### src/verilog/event_request_pkg.sv
// event request output: shared constants and carrier types
// assumes a single 100 MHz clock domain
package event_request_pkg;

   // -------------------------------------------------------------
   // timing
   // -------------------------------------------------------------
   localparam int CLK_MHZ = 100;
   localparam int PULSE_US = 100;
   localparam int GAP_US = 100;
   localparam int CFG_FILTER_US = 10;
   localparam int PULSE_CYC = PULSE_US * CLK_MHZ;
   localparam int GAP_CYC = GAP_US * CLK_MHZ;
   localparam int CFG_FILTER_CYC = CFG_FILTER_US * CLK_MHZ;
   localparam int CNT_W = 16;

   // -------------------------------------------------------------
   // status layout
   // -------------------------------------------------------------
   localparam int WAKE_W = 8;
   localparam int FAIL_W = 8;
   localparam logic [WAKE_W-1:0] WAKE_ZERO = 8'h00;
   localparam logic [FAIL_W-1:0] FAIL_ZERO = 8'h00;

   // register port addresses (index of each status word, then the control word)
   localparam logic [1:0] ADDR_WAKE_ONE = 2'h0;
   localparam logic [1:0] ADDR_WAKE_TWO = 2'h1;
   localparam logic [1:0] ADDR_FAIL = 2'h2;
   localparam logic [1:0] ADDR_CTRL = 2'h3;
   localparam int CTRL_GLOBAL_BIT = 0;

   typedef enum logic [1:0] {
      MODE_INIT,
      MODE_NORMAL,
      MODE_STOP,
      MODE_OTHER
   } op_mode_e;

   typedef enum logic [1:0] {
      PH_IDLE,
      PH_PULSE,
      PH_GAP
   } phase_e;

   typedef struct packed {
      logic [1:0] addr;
      logic [7:0] wdata;
      logic wr;
      logic rd;
   } reg_req_s;

endpackage

### src/verilog/event_status_word.sv
// one sticky status word: raw events gathered, published on commit
// assumes events and clear come from the same clock domain
`timescale 1ns/1ps
`default_nettype none
module event_status_word #(
   parameter int W = 8
) (
   input wire logic clk,
   input wire logic resetn,
   input wire logic [W-1:0] raw_set,
   input wire logic commit,
   input wire logic clear,
   output logic [W-1:0] shown,
   output logic [W-1:0] pending
);
   typedef struct packed {
      logic [W-1:0] pend;
      logic [W-1:0] shown;
   } word_s;
   word_s s_q, s_d;

   always_comb begin
      s_d = s_q;
      // clear first so a same-cycle event still lands
      if (clear) begin
         s_d.shown = '0;
      end
      if (commit) begin
         s_d.shown = s_d.shown | s_q.pend;
         s_d.pend = '0;
      end
      s_d.pend = s_d.pend | raw_set;
   end

   always_ff @(posedge clk or negedge resetn) begin
      if (!resetn) begin
         s_q <= '0;
      end else begin
         s_q <= s_d;
      end
   end

   assign shown = s_q.shown;
   assign pending = s_q.pend;
endmodule
`default_nettype wire

### src/verilog/event_request_output.sv
// event request output: active-low pulse toward the host controller
// assumes one 100 MHz clock, event inputs are single-cycle same-domain
// pulses, and the request pin is sampled only in init mode
//
// Design decisions made here: the address map and the plain strobed port.
`timescale 1ns/1ps
`default_nettype none
// Function
// - low pulse of fixed width, then release
// - minimum high gap between two pulses
// - pulses never change the operating mode
// - class zero: wake status events only
// - wake pulses need enabled wake source
// - class one adds failures, never level status
// - restart and fail-safe errors never pulse
// - stop entry with uncleared wake status pulses
// - status published on each falling edge
// - events latched until host read-clear
// - init mode samples pin through filter
module event_request_output #(
   parameter int PULSE_CYC = event_request_pkg::PULSE_CYC,
   parameter int GAP_CYC = event_request_pkg::GAP_CYC,
   parameter int CFG_FILTER_CYC = event_request_pkg::CFG_FILTER_CYC
) (
   input wire logic clk,
   input wire logic resetn,
   input wire event_request_pkg::op_mode_e op_mode,
   input wire logic stop_command,
   input wire logic [event_request_pkg::WAKE_W-1:0] wake_one_event,
   input wire logic [event_request_pkg::WAKE_W-1:0] wake_two_event,
   input wire logic [event_request_pkg::WAKE_W-1:0] wake_one_enable,
   input wire logic [event_request_pkg::WAKE_W-1:0] wake_two_enable,
   input wire logic [event_request_pkg::FAIL_W-1:0] fail_event,
   input wire logic [event_request_pkg::FAIL_W-1:0] fail_is_fatal,
   input wire logic [event_request_pkg::WAKE_W-1:0] wake_level_status,
   input wire event_request_pkg::reg_req_s reg_req,
   input wire logic request_pin_in,
   output logic [7:0] reg_rdata,
   output logic request_pin_out,
   output logic request_pin_oe,
   output logic hw_config_sel,
   output logic hw_config_valid
);
   typedef struct packed {
      event_request_pkg::phase_e phase;
      logic [event_request_pkg::CNT_W-1:0] cnt;
      logic pin_low;
      logic global_sel;
      logic [7:0] rdata;
      logic stop_arm;
      logic [1:0] pin_sync;
      logic [event_request_pkg::CNT_W-1:0] flt_cnt;
      logic flt_level;
      logic cfg_sel;
      logic cfg_valid;
   } state_s;

   localparam logic [event_request_pkg::CNT_W-1:0] PULSE_LAST =
      event_request_pkg::CNT_W'(PULSE_CYC - 1);
   localparam logic [event_request_pkg::CNT_W-1:0] GAP_LAST =
      event_request_pkg::CNT_W'(GAP_CYC - 1);
   localparam logic [event_request_pkg::CNT_W-1:0] FLT_LAST =
      event_request_pkg::CNT_W'(CFG_FILTER_CYC - 1);
   localparam logic [event_request_pkg::CNT_W-1:0] CNT_ONE =
      event_request_pkg::CNT_W'(1);

   state_s s_q, s_d;

   // -------------------------------------------------------------
   // event qualification
   // -------------------------------------------------------------
   logic [event_request_pkg::WAKE_W-1:0] w1_raw, w2_raw;
   logic [event_request_pkg::FAIL_W-1:0] f_raw;
   logic [event_request_pkg::WAKE_W-1:0] w1_shown, w2_shown;
   logic [event_request_pkg::WAKE_W-1:0] w1_pend, w2_pend;
   logic [event_request_pkg::FAIL_W-1:0] f_shown, f_pend;
   logic [event_request_pkg::FAIL_W-1:0] f_pulse_mask;
   logic commit;
   logic clr_w1, clr_w2, clr_f;
   logic signalling;
   logic want_pulse;
   logic wake_uncleared;

   // wake events are only recorded for enabled sources
   assign w1_raw = wake_one_event & wake_one_enable;
   assign w2_raw = wake_two_event & wake_two_enable;
   // fatal errors are still recorded, but never request a pulse
   assign f_raw = fail_event;
   assign f_pulse_mask = s_q.global_sel ? ~fail_is_fatal
                                        : event_request_pkg::FAIL_ZERO;

   // read of a status word clears it afterwards
   assign clr_w1 = reg_req.rd &&
                   reg_req.addr == event_request_pkg::ADDR_WAKE_ONE;
   assign clr_w2 = reg_req.rd &&
                   reg_req.addr == event_request_pkg::ADDR_WAKE_TWO;
   assign clr_f = reg_req.rd &&
                  reg_req.addr == event_request_pkg::ADDR_FAIL;

   event_status_word #(
      .W(event_request_pkg::WAKE_W)
   ) u_wake_one (
      .clk(clk),
      .resetn(resetn),
      .raw_set(w1_raw),
      .commit(commit),
      .clear(clr_w1),
      .shown(w1_shown),
      .pending(w1_pend)
   );

   event_status_word #(
      .W(event_request_pkg::WAKE_W)
   ) u_wake_two (
      .clk(clk),
      .resetn(resetn),
      .raw_set(w2_raw),
      .commit(commit),
      .clear(clr_w2),
      .shown(w2_shown),
      .pending(w2_pend)
   );

   event_status_word #(
      .W(event_request_pkg::FAIL_W)
   ) u_fail (
      .clk(clk),
      .resetn(resetn),
      .raw_set(f_raw),
      .commit(commit),
      .clear(clr_f),
      .shown(f_shown),
      .pending(f_pend)
   );

   // pulses only start in normal and stop; mode is an input only,
   // so nothing here can feed back into the mode machine
   assign signalling = op_mode == event_request_pkg::MODE_NORMAL ||
                       op_mode == event_request_pkg::MODE_STOP;

   assign wake_uncleared = (w1_shown | w2_shown | w1_pend | w2_pend)
                           != event_request_pkg::WAKE_ZERO;

   // pending work waits for idle, so it survives pulse and gap
   assign want_pulse = (w1_pend | w2_pend) != event_request_pkg::WAKE_ZERO
                    || (f_pend & f_pulse_mask) != event_request_pkg::FAIL_ZERO
                    || s_q.stop_arm;

   // publish on the cycle the pin goes low
   assign commit = s_q.phase == event_request_pkg::PH_IDLE &&
                   signalling && want_pulse;

   // -------------------------------------------------------------
   // pulse sequencer and config filter
   // -------------------------------------------------------------
   always_comb begin
      s_d = s_q;
      s_d.pin_sync = {s_q.pin_sync[0], request_pin_in};
      if (reg_req.wr && reg_req.addr == event_request_pkg::ADDR_CTRL) begin
         s_d.global_sel = reg_req.wdata[event_request_pkg::CTRL_GLOBAL_BIT];
      end
      s_d.rdata = 8'h00;
      if (reg_req.rd) begin
         unique case (reg_req.addr)
            event_request_pkg::ADDR_WAKE_ONE: s_d.rdata = w1_shown;
            event_request_pkg::ADDR_WAKE_TWO: s_d.rdata = w2_shown;
            event_request_pkg::ADDR_FAIL: s_d.rdata = f_shown;
            event_request_pkg::ADDR_CTRL: s_d.rdata = {7'h00, s_q.global_sel};
         endcase
      end
      unique case (s_q.phase)
         event_request_pkg::PH_IDLE: begin
            if (commit) begin
               s_d.phase = event_request_pkg::PH_PULSE;
               s_d.pin_low = 1'b1;
               s_d.cnt = '0;
               s_d.stop_arm = 1'b0;
            end
         end
         event_request_pkg::PH_PULSE: begin
            if (s_q.cnt == PULSE_LAST) begin
               s_d.phase = event_request_pkg::PH_GAP;
               s_d.pin_low = 1'b0;
               s_d.cnt = '0;
            end else begin
               s_d.cnt = s_q.cnt + CNT_ONE;
            end
         end
         event_request_pkg::PH_GAP: begin
            if (s_q.cnt == GAP_LAST) begin
               s_d.phase = event_request_pkg::PH_IDLE;
            end else begin
               s_d.cnt = s_q.cnt + CNT_ONE;
            end
         end
         default: begin
            s_d.phase = event_request_pkg::PH_IDLE;
            s_d.pin_low = 1'b0;
         end
      endcase
      // after the sequencer: a stop command beats the clear at pulse start
      if (stop_command && wake_uncleared) begin
         s_d.stop_arm = 1'b1;
      end
      // init mode: accept a pin level once it held for the filter time
      if (op_mode == event_request_pkg::MODE_INIT) begin
         if (s_q.pin_sync[1] != s_q.flt_level) begin
            s_d.flt_level = s_q.pin_sync[1];
            s_d.flt_cnt = '0;
         end else if (s_q.flt_cnt == FLT_LAST) begin
            s_d.cfg_sel = s_q.flt_level;
            s_d.cfg_valid = 1'b1;
         end else begin
            s_d.flt_cnt = s_q.flt_cnt + CNT_ONE;
         end
      end
   end

   always_ff @(posedge clk or negedge resetn) begin
      if (!resetn) begin
         s_q <= '0;
      end else begin
         s_q <= s_d;
      end
   end

   // -------------------------------------------------------------
   // outputs
   // -------------------------------------------------------------
   // pin released (input) in init so the strap level can be read;
   // driven high when idle, low while pulsing
   assign request_pin_oe = op_mode != event_request_pkg::MODE_INIT;
   assign request_pin_out = ~s_q.pin_low;
   assign reg_rdata = s_q.rdata;
   assign hw_config_sel = s_q.cfg_sel;
   assign hw_config_valid = s_q.cfg_valid;
endmodule
`default_nettype wire

### config.mk
export PLATFORM = sky130hd
export DESIGN_NAME = event_request_output
export DESIGN_NICKNAME = d
export VERILOG_FILES = /design/src/verilog/event_request_pkg.sv /design/src/verilog/event_status_word.sv /design/src/verilog/event_request_output.sv
export SDC_FILE = /design/constraint.sdc
export NUM_CORES = 1
export LEC_CHECK = 0
export BUFFER_PORTS_ARGS = -buffer_cell sky130_fd_sc_hd__buf_2
export CAP_MARGIN = 30
export CORE_MARGIN = 1.5
export CORE_UTILIZATION = 50
export CTS_CLUSTER_SIZE = 10
export DETAILED_ROUTE_END_ITERATION = 6
export PLACE_DENSITY_LB_ADDON = 0.08
export SYNTH_ARGS = -nofsm -noshare
export SYNTH_HDL_FRONTEND = slang
export SYNTH_SLANG_ARGS = --single-unit
### constraint.sdc
create_clock -name clk -period 2.41 [get_ports clk]
set_clock_uncertainty 0.05 [all_clocks]
set_input_delay 0.241 -clock clk [delete_from_list [all_inputs] [get_ports clk]]
set_output_delay 0.241 -clock clk [all_outputs]
set_load 0.01 [all_outputs]
* Word level (Yosys, flattened, before mapping) *
Index checks and enable logic that the tools add are counted.

word-level totals
  output and inout port bits = 12
  logic and storage cells = 101
  input port bits = 74
  register bits after elaboration = 98

cells by class
  bitwise gates (word level) = 17
  reductions and logical operators = 27
  add/subtract/negate cells = 2
  muxes and demuxes = 23
  equal/unequal tests = 15

operators by type and width
  cell                   count
  $mux 16                7
  $or 8x8->8             10
  $pmux 16 s3            1
  $mux 8                 5
  $add 16x1->16 const B  2
  $pmux 8 s4             1
  $and 8x8->8            3
  $reduce_bool 8->1      3
  $mux 19                1
  $eq 16x10->1 const B   1
  $eq 16x14->1 const B   1
  $reduce_and 3->1       4
  $ne 2x2->1 const B     5
  $eq 2x2->1 const B     4
  $not 8->8              1
  $logic_and 1x1->1      7
  $eq 2x1->1 const B     3
  $logic_not 2->1        3
  $pmux 2 s3             1
  $reduce_and 2->1       3
  $reduce_bool 2->1      3
  $mux 1                 4
  $mux 2                 2
  $logic_or 1x1->1       3
  4 further kinds        6

* Longest topological paths before layout *
  depth after elaboration = 10
  depth in mapped cells = 9
  depth with buffers taken out = 8

* Hierarchy *
Synthesis repeated with hierarchy kept, for this count alone.

unflattened totals
  cells, all modules = 488
  area total of the unflattened synthesis = 4812.1 µm²

modules (own cells, without submodules)
  module                cells an instance  area an instance (µm²)  seq. area each (µm²)  times used
  event_request_output  338                3078.0                  1251.2                1
  event_status_word     50                 578.1                   400.4                 3

* Least setup slack after synthesis *
OpenSTA, ideal clock, no wires.

  kind = reg-to-reg
  from = register s_q[32] (netlist bit)
  to = register s_q[43] (netlist bit)
  period minus slack after synthesis = 2.245 ns
  library setup time = 0.095 ns
  arrival time = 2.100 ns
  slack = 0.165 ns
  path buffers = 1
  data required time = 2.265 ns
  stages on the path, launching flop included = 9
  path through = dfrtp_1 -> ha_1 -> and3_1 -> and4_4 -> a211o_1 -> a21o_4 -> or2_4 -> buf_6 -> o31ai_1

between the ends
  longest elaborated chain between the ends = 3
  elaborated cells on any way between the ends = 7
  those cells by class = 1 x add/sub; 2 x eq/ne; 3 x mux; 1 x reduce/logical

ends and longest elaborated chain
  what                                             RTL line                     RTL
  start, declared                                  event_request_output.sv:67   state_s s_q, s_d;
  start signal, assigned                           event_request_output.sv:221  s_q <= '0;
  start signal, assigned                           event_request_output.sv:223  s_q <= s_d;
  $add 16x1->16 or $eq 16x14->1 (tied branches)    --
  $mux 16 (tied with other cells)                  event_request_output.sv:190  if (s_q.cnt == GAP_LAST) begin
  $pmux 16 s3 or $reduce_and 3->1 (tied branches)  --

Parallel ways exist; a longest one is shown, timed or not. The select of a mux whose other input is x is not followed.
A chain may end at the register's enable or synchronous reset.

* Final worst setup path *
  from = register s_q[32] (netlist bit)
  to = register s_q[40] (netlist bit)

The elaborated chain is that of the path after synthesis.

==> results_dict.tcl <==
set metrics [dict create \
    grt_overflow 0 \
    drc 0 \
    status "finished, final reports clean" \
    whs_endpoint "u_wake_one.pending[4]" \
    wire_per_inst_um 15.4 \
    final.setup.tns_ns 0 \
    vdd_ir_drop_max_mv 0.307 \
    cts_root_buf "clkbuf_8" \
    ant_nets 0 \
    top_layer "met4" \
    route.met2.wl_um 4390 \
    area_growth_pct 17.7 \
    tightest_slew_ns 0.648 \
    drive_above_1_share_pct 22.3 \
    synth-edff-count 0 \
    cts_tree "built" \
    die_y_um 98.3 \
    io_pins 86 \
    p_switching_w 0.000719 \
    worstPathCellList "ha_1, and3_4, and4_4, a211o_1, a21o_4, or2_4, o31ai_1" \
    hold_viol_final 0 \
    finalCritPeriodShare_pct 94.3 \
    antenna_found_initial 0 \
    clkLatencyLatePin_ns 0.36 \
    power_frac_seq_pct 58.9 \
    crit_slowest_cell "dfrtp_1" \
    synth_seq_area_share_pct 54.0 \
    gp_congestion 0.892 \
    die_x_um 98.3 \
    track_usage_pct 21.5 \
    p_leak_nw 2.50 \
    dieArea_mm2 0.00966 \
    ys_seq_elements 98 \
    worstPathRequired_ns 2.62 \
    end_kind "register" \
    synthFlopType "dfrtp_1" \
    drtIter0Drc 124 \
    via_per_inst 5.65 \
    synth_cells 432 \
    power.clock.fraction_pct 33.8 \
    grt_pass1_wl_um 16500 \
    hold_slack_ns 0.0450 \
    critPathMaxStageDelay_ns 0.39 \
    grt_max_degree 42 \
    syn-cell-area_mm2 0.00454 \
    htreeDepth 3 \
    crit_type "reg -> reg" \
    hold_path.class "in -> reg" \
    reg2reg_depth 7 \
    dp.final_hpwl_um 7080 \
    powerDensity_mw_per_mm2 536 \
    cts.sinks 98 \
    intPower_w 0.00214 \
    whs_path_depth 2 \
    combPwrFrac_pct 7.3 \
    multi_input_area_mm2 0.00190 \
    r2r-end "s_q[40]" \
    avgSynthCellArea_um2 10.5 \
    clkSlewWorstSetupHoldPaths_ns 0.10 \
    sw_frac_of_total_pct 25.1 \
    crit_fanout 13 \
    cap_violations 0 \
    seq_area_mm2 0.00245 \
    timing.rr.start "s_q[32]" \
    via_count 3573 \
    r2r_slack_ns 0.14 \
    fillerInstances 748 \
    first_pass_iters 4 \
    row_count 34 \
    period_needed_ns 2.27 \
    core_mm2 0.00876 \
    wl_um 9760 \
    yosys.cell_types.count 50 \
    nNetsFinal 600 \
    ys_warn_count 0 \
    slew_viol_final 0 \
    met1Wirelength_um 4920 \
    startpoint_type "register" \
    cts_buffers 9 \
    antenna_cells 0 \
    rsz0062_at_grt "no" \
    clk_path_buf_depth 2 \
    timing.slew.headroom_pct 56.6 \
    min-delay-start "wake_one_enable[4]" \
    syn-num-nets 513 \
    port_buffers 70 \
    async_flop_share_pct 100 \
    finalSetupViolCount 0 \
    cp-startpoint "s_q[32]" \
    dr_wl_met3_um 322 \
    grt_pass1_vias 3424 \
    fmax_mhz 440 \
    initial_utilization_pct 51.8 \
    worst_ep_arrival_time_ns 2.48 \
]
[timing repair]
item / CTS / global route
hold buffers: 9 / 1
endpoints found under the hold margin: 42 / 1
endpoints found under the setup margin: 0 / 10
buffers inserted: 0 / 1
gates resized for setup: 0 / 3
[cells by family (layout without fill, tap and decap cells)]
family,Yosys count,count (layout),share of synthesized area [%]
AND/OR/NAND/NOR,140,140,16.3
AO/OA/AOI/OAI,124,124,18.6
flip-flops,98,98,54.0
buffers and inverters,42,134,4.44
multiplexers,12,12,3.01
XOR/XNOR,9,9,1.74
adder cells (fa/ha/maj),7,7,1.93
[critical path: cells and delay by family, from the launching register on]
kind	cells	cell delay, ns
AO/OA/AOI/OAI	3	0.80
flip-flops	1	0.39
AND/OR/NAND/NOR	3	0.71
adder cells (fa/ha/maj)	1	0.23
[layer usage]
layer / track usage (%) / up-vias
li1: - / 1758
met1: 32.0 / 1738
met2: 32.3 / 67
met3: 3.58 / 10
met4: 6.72 / 0
met5: 0 / -
[sequential cells by signal, summed over array words and instances, names as in the netlist]
name / cells
u_wake_one.pending: 8
hw_config_valid: 1
u_wake_two.pending: 8
reg_rdata: 8
u_fail.shown: 8
u_wake_one.shown: 8
u_fail.pending: 8
hw_config_sel: 1
u_wake_two.shown: 8
s_d: 1
s_q: 39
[synth_stat cells (2+ instances only)]
| master | instances | area, um2 |
|---|---|---|
| o22ai_1 | 4 | 25.0 |
| nand4_1 | 10 | 62.6 |
| buf_4 | 8 | 60.1 |
| nand2_1 | 37 | 139 |
| nor4b_1 | 2 | 17.5 |
| nand2b_1 | 3 | 18.8 |
| inv_1 | 19 | 71.3 |
| nor2_1 | 25 | 93.8 |
| buf_2 | 5 | 25.0 |
| xnor2_1 | 6 | 52.6 |
| o21ai_0 | 48 | 240 |
| a21o_1 | 9 | 67.6 |
| and3_1 | 4 | 25.0 |
| mux2_2 | 3 | 33.8 |
| and4_1 | 2 | 17.5 |
| or4_1 | 2 | 15.0 |
| o31ai_1 | 11 | 82.6 |
| a21oi_1 | 5 | 25.0 |
| nor2b_1 | 3 | 18.8 |
| ha_1 | 7 | 87.6 |
| nor4_1 | 12 | 75.1 |
| or3_1 | 2 | 12.5 |
| a31oi_1 | 3 | 18.8 |
| nor3b_1 | 2 | 15.0 |
| xor2_1 | 3 | 26.3 |
| mux2i_1 | 8 | 80.1 |
| clkbuf_1 | 7 | 26.3 |
| a41oi_1 | 2 | 17.5 |
| buf_1 | 2 | 7.51 |
| o41ai_1 | 2 | 17.5 |
| nand3_1 | 12 | 60.1 |
| a22o_1 | 33 | 289 |
| and2_1 | 11 | 68.8 |
| a211oi_1 | 2 | 15.0 |
| nand3b_1 | 2 | 15.0 |
| dfrtp_1 | 98 | 2450 |
| nor3_1 | 5 | 25.0 |
[worst max path at each step]
stage / cells after the start / end / slack, ns
floorplan: 8 / s_q[43] / 0.16
global placement: 7 / s_q[44] / 0.11
detailed placement: 7 / s_q[38] / 0.07
CTS: 7 / s_q[40] / 0.05
global route: 8 / s_q[37] / 0.02
finish: 7 / s_q[40] / 0.14
[area by class of cell]
type / count / share of cell area, %
Timing Repair Buffer: 99 / 11.4
Inverter: 19 / 1.34
Tap cell: 108 / 2.53
Multi-Input combinational cell: 292 / 35.5
Clock inverter: 7 / 1.01
Clock buffer: 9 / 2.32
Sequential cell: 98 / 45.9
[layout by cell type (no fill, tap or decap), drive strengths merged, types with 12 or more instances in the layout]
cell type  count
buf           89
nand2         37
a22o          33
o21ai         49
nor2          25
nand3         12
nor4          12
dfrtp         98
inv           21
[power by group through the flow]
| stage | logic [W] | registers [W] | clock network, W |
|---|---|---|---|
| floorplan | 0.0000809 | 0.00171 | 0 |
| global placement | 0.000195 | 0.00172 | 0 |
| detailed placement | 0.000200 | 0.00172 | 0 |
| CTS | 0.000212 | 0.00168 | 0.000998 |
| global route | 0.000239 | 0.00169 | 0.00107 |
| finish | 0.000210 | 0.00168 | 0.000968 |
[stage by stage]
stage	instances	util, %	setup WS (ns)	area [um2]	power, W
global route	632	60.9	0.0221	5340	0.00300
CTS	630	60.6	0.0486	5310	0.00289
finish	632	60.9	0.137	5340	0.00286
floorplan	432	-	0.165	4540	0.00179
detailed placement	605	57.6	0.0747	5040	0.00192
global placement	604	57.5	0.115	5040	0.00191
Power figures use the tool's default switching activity.
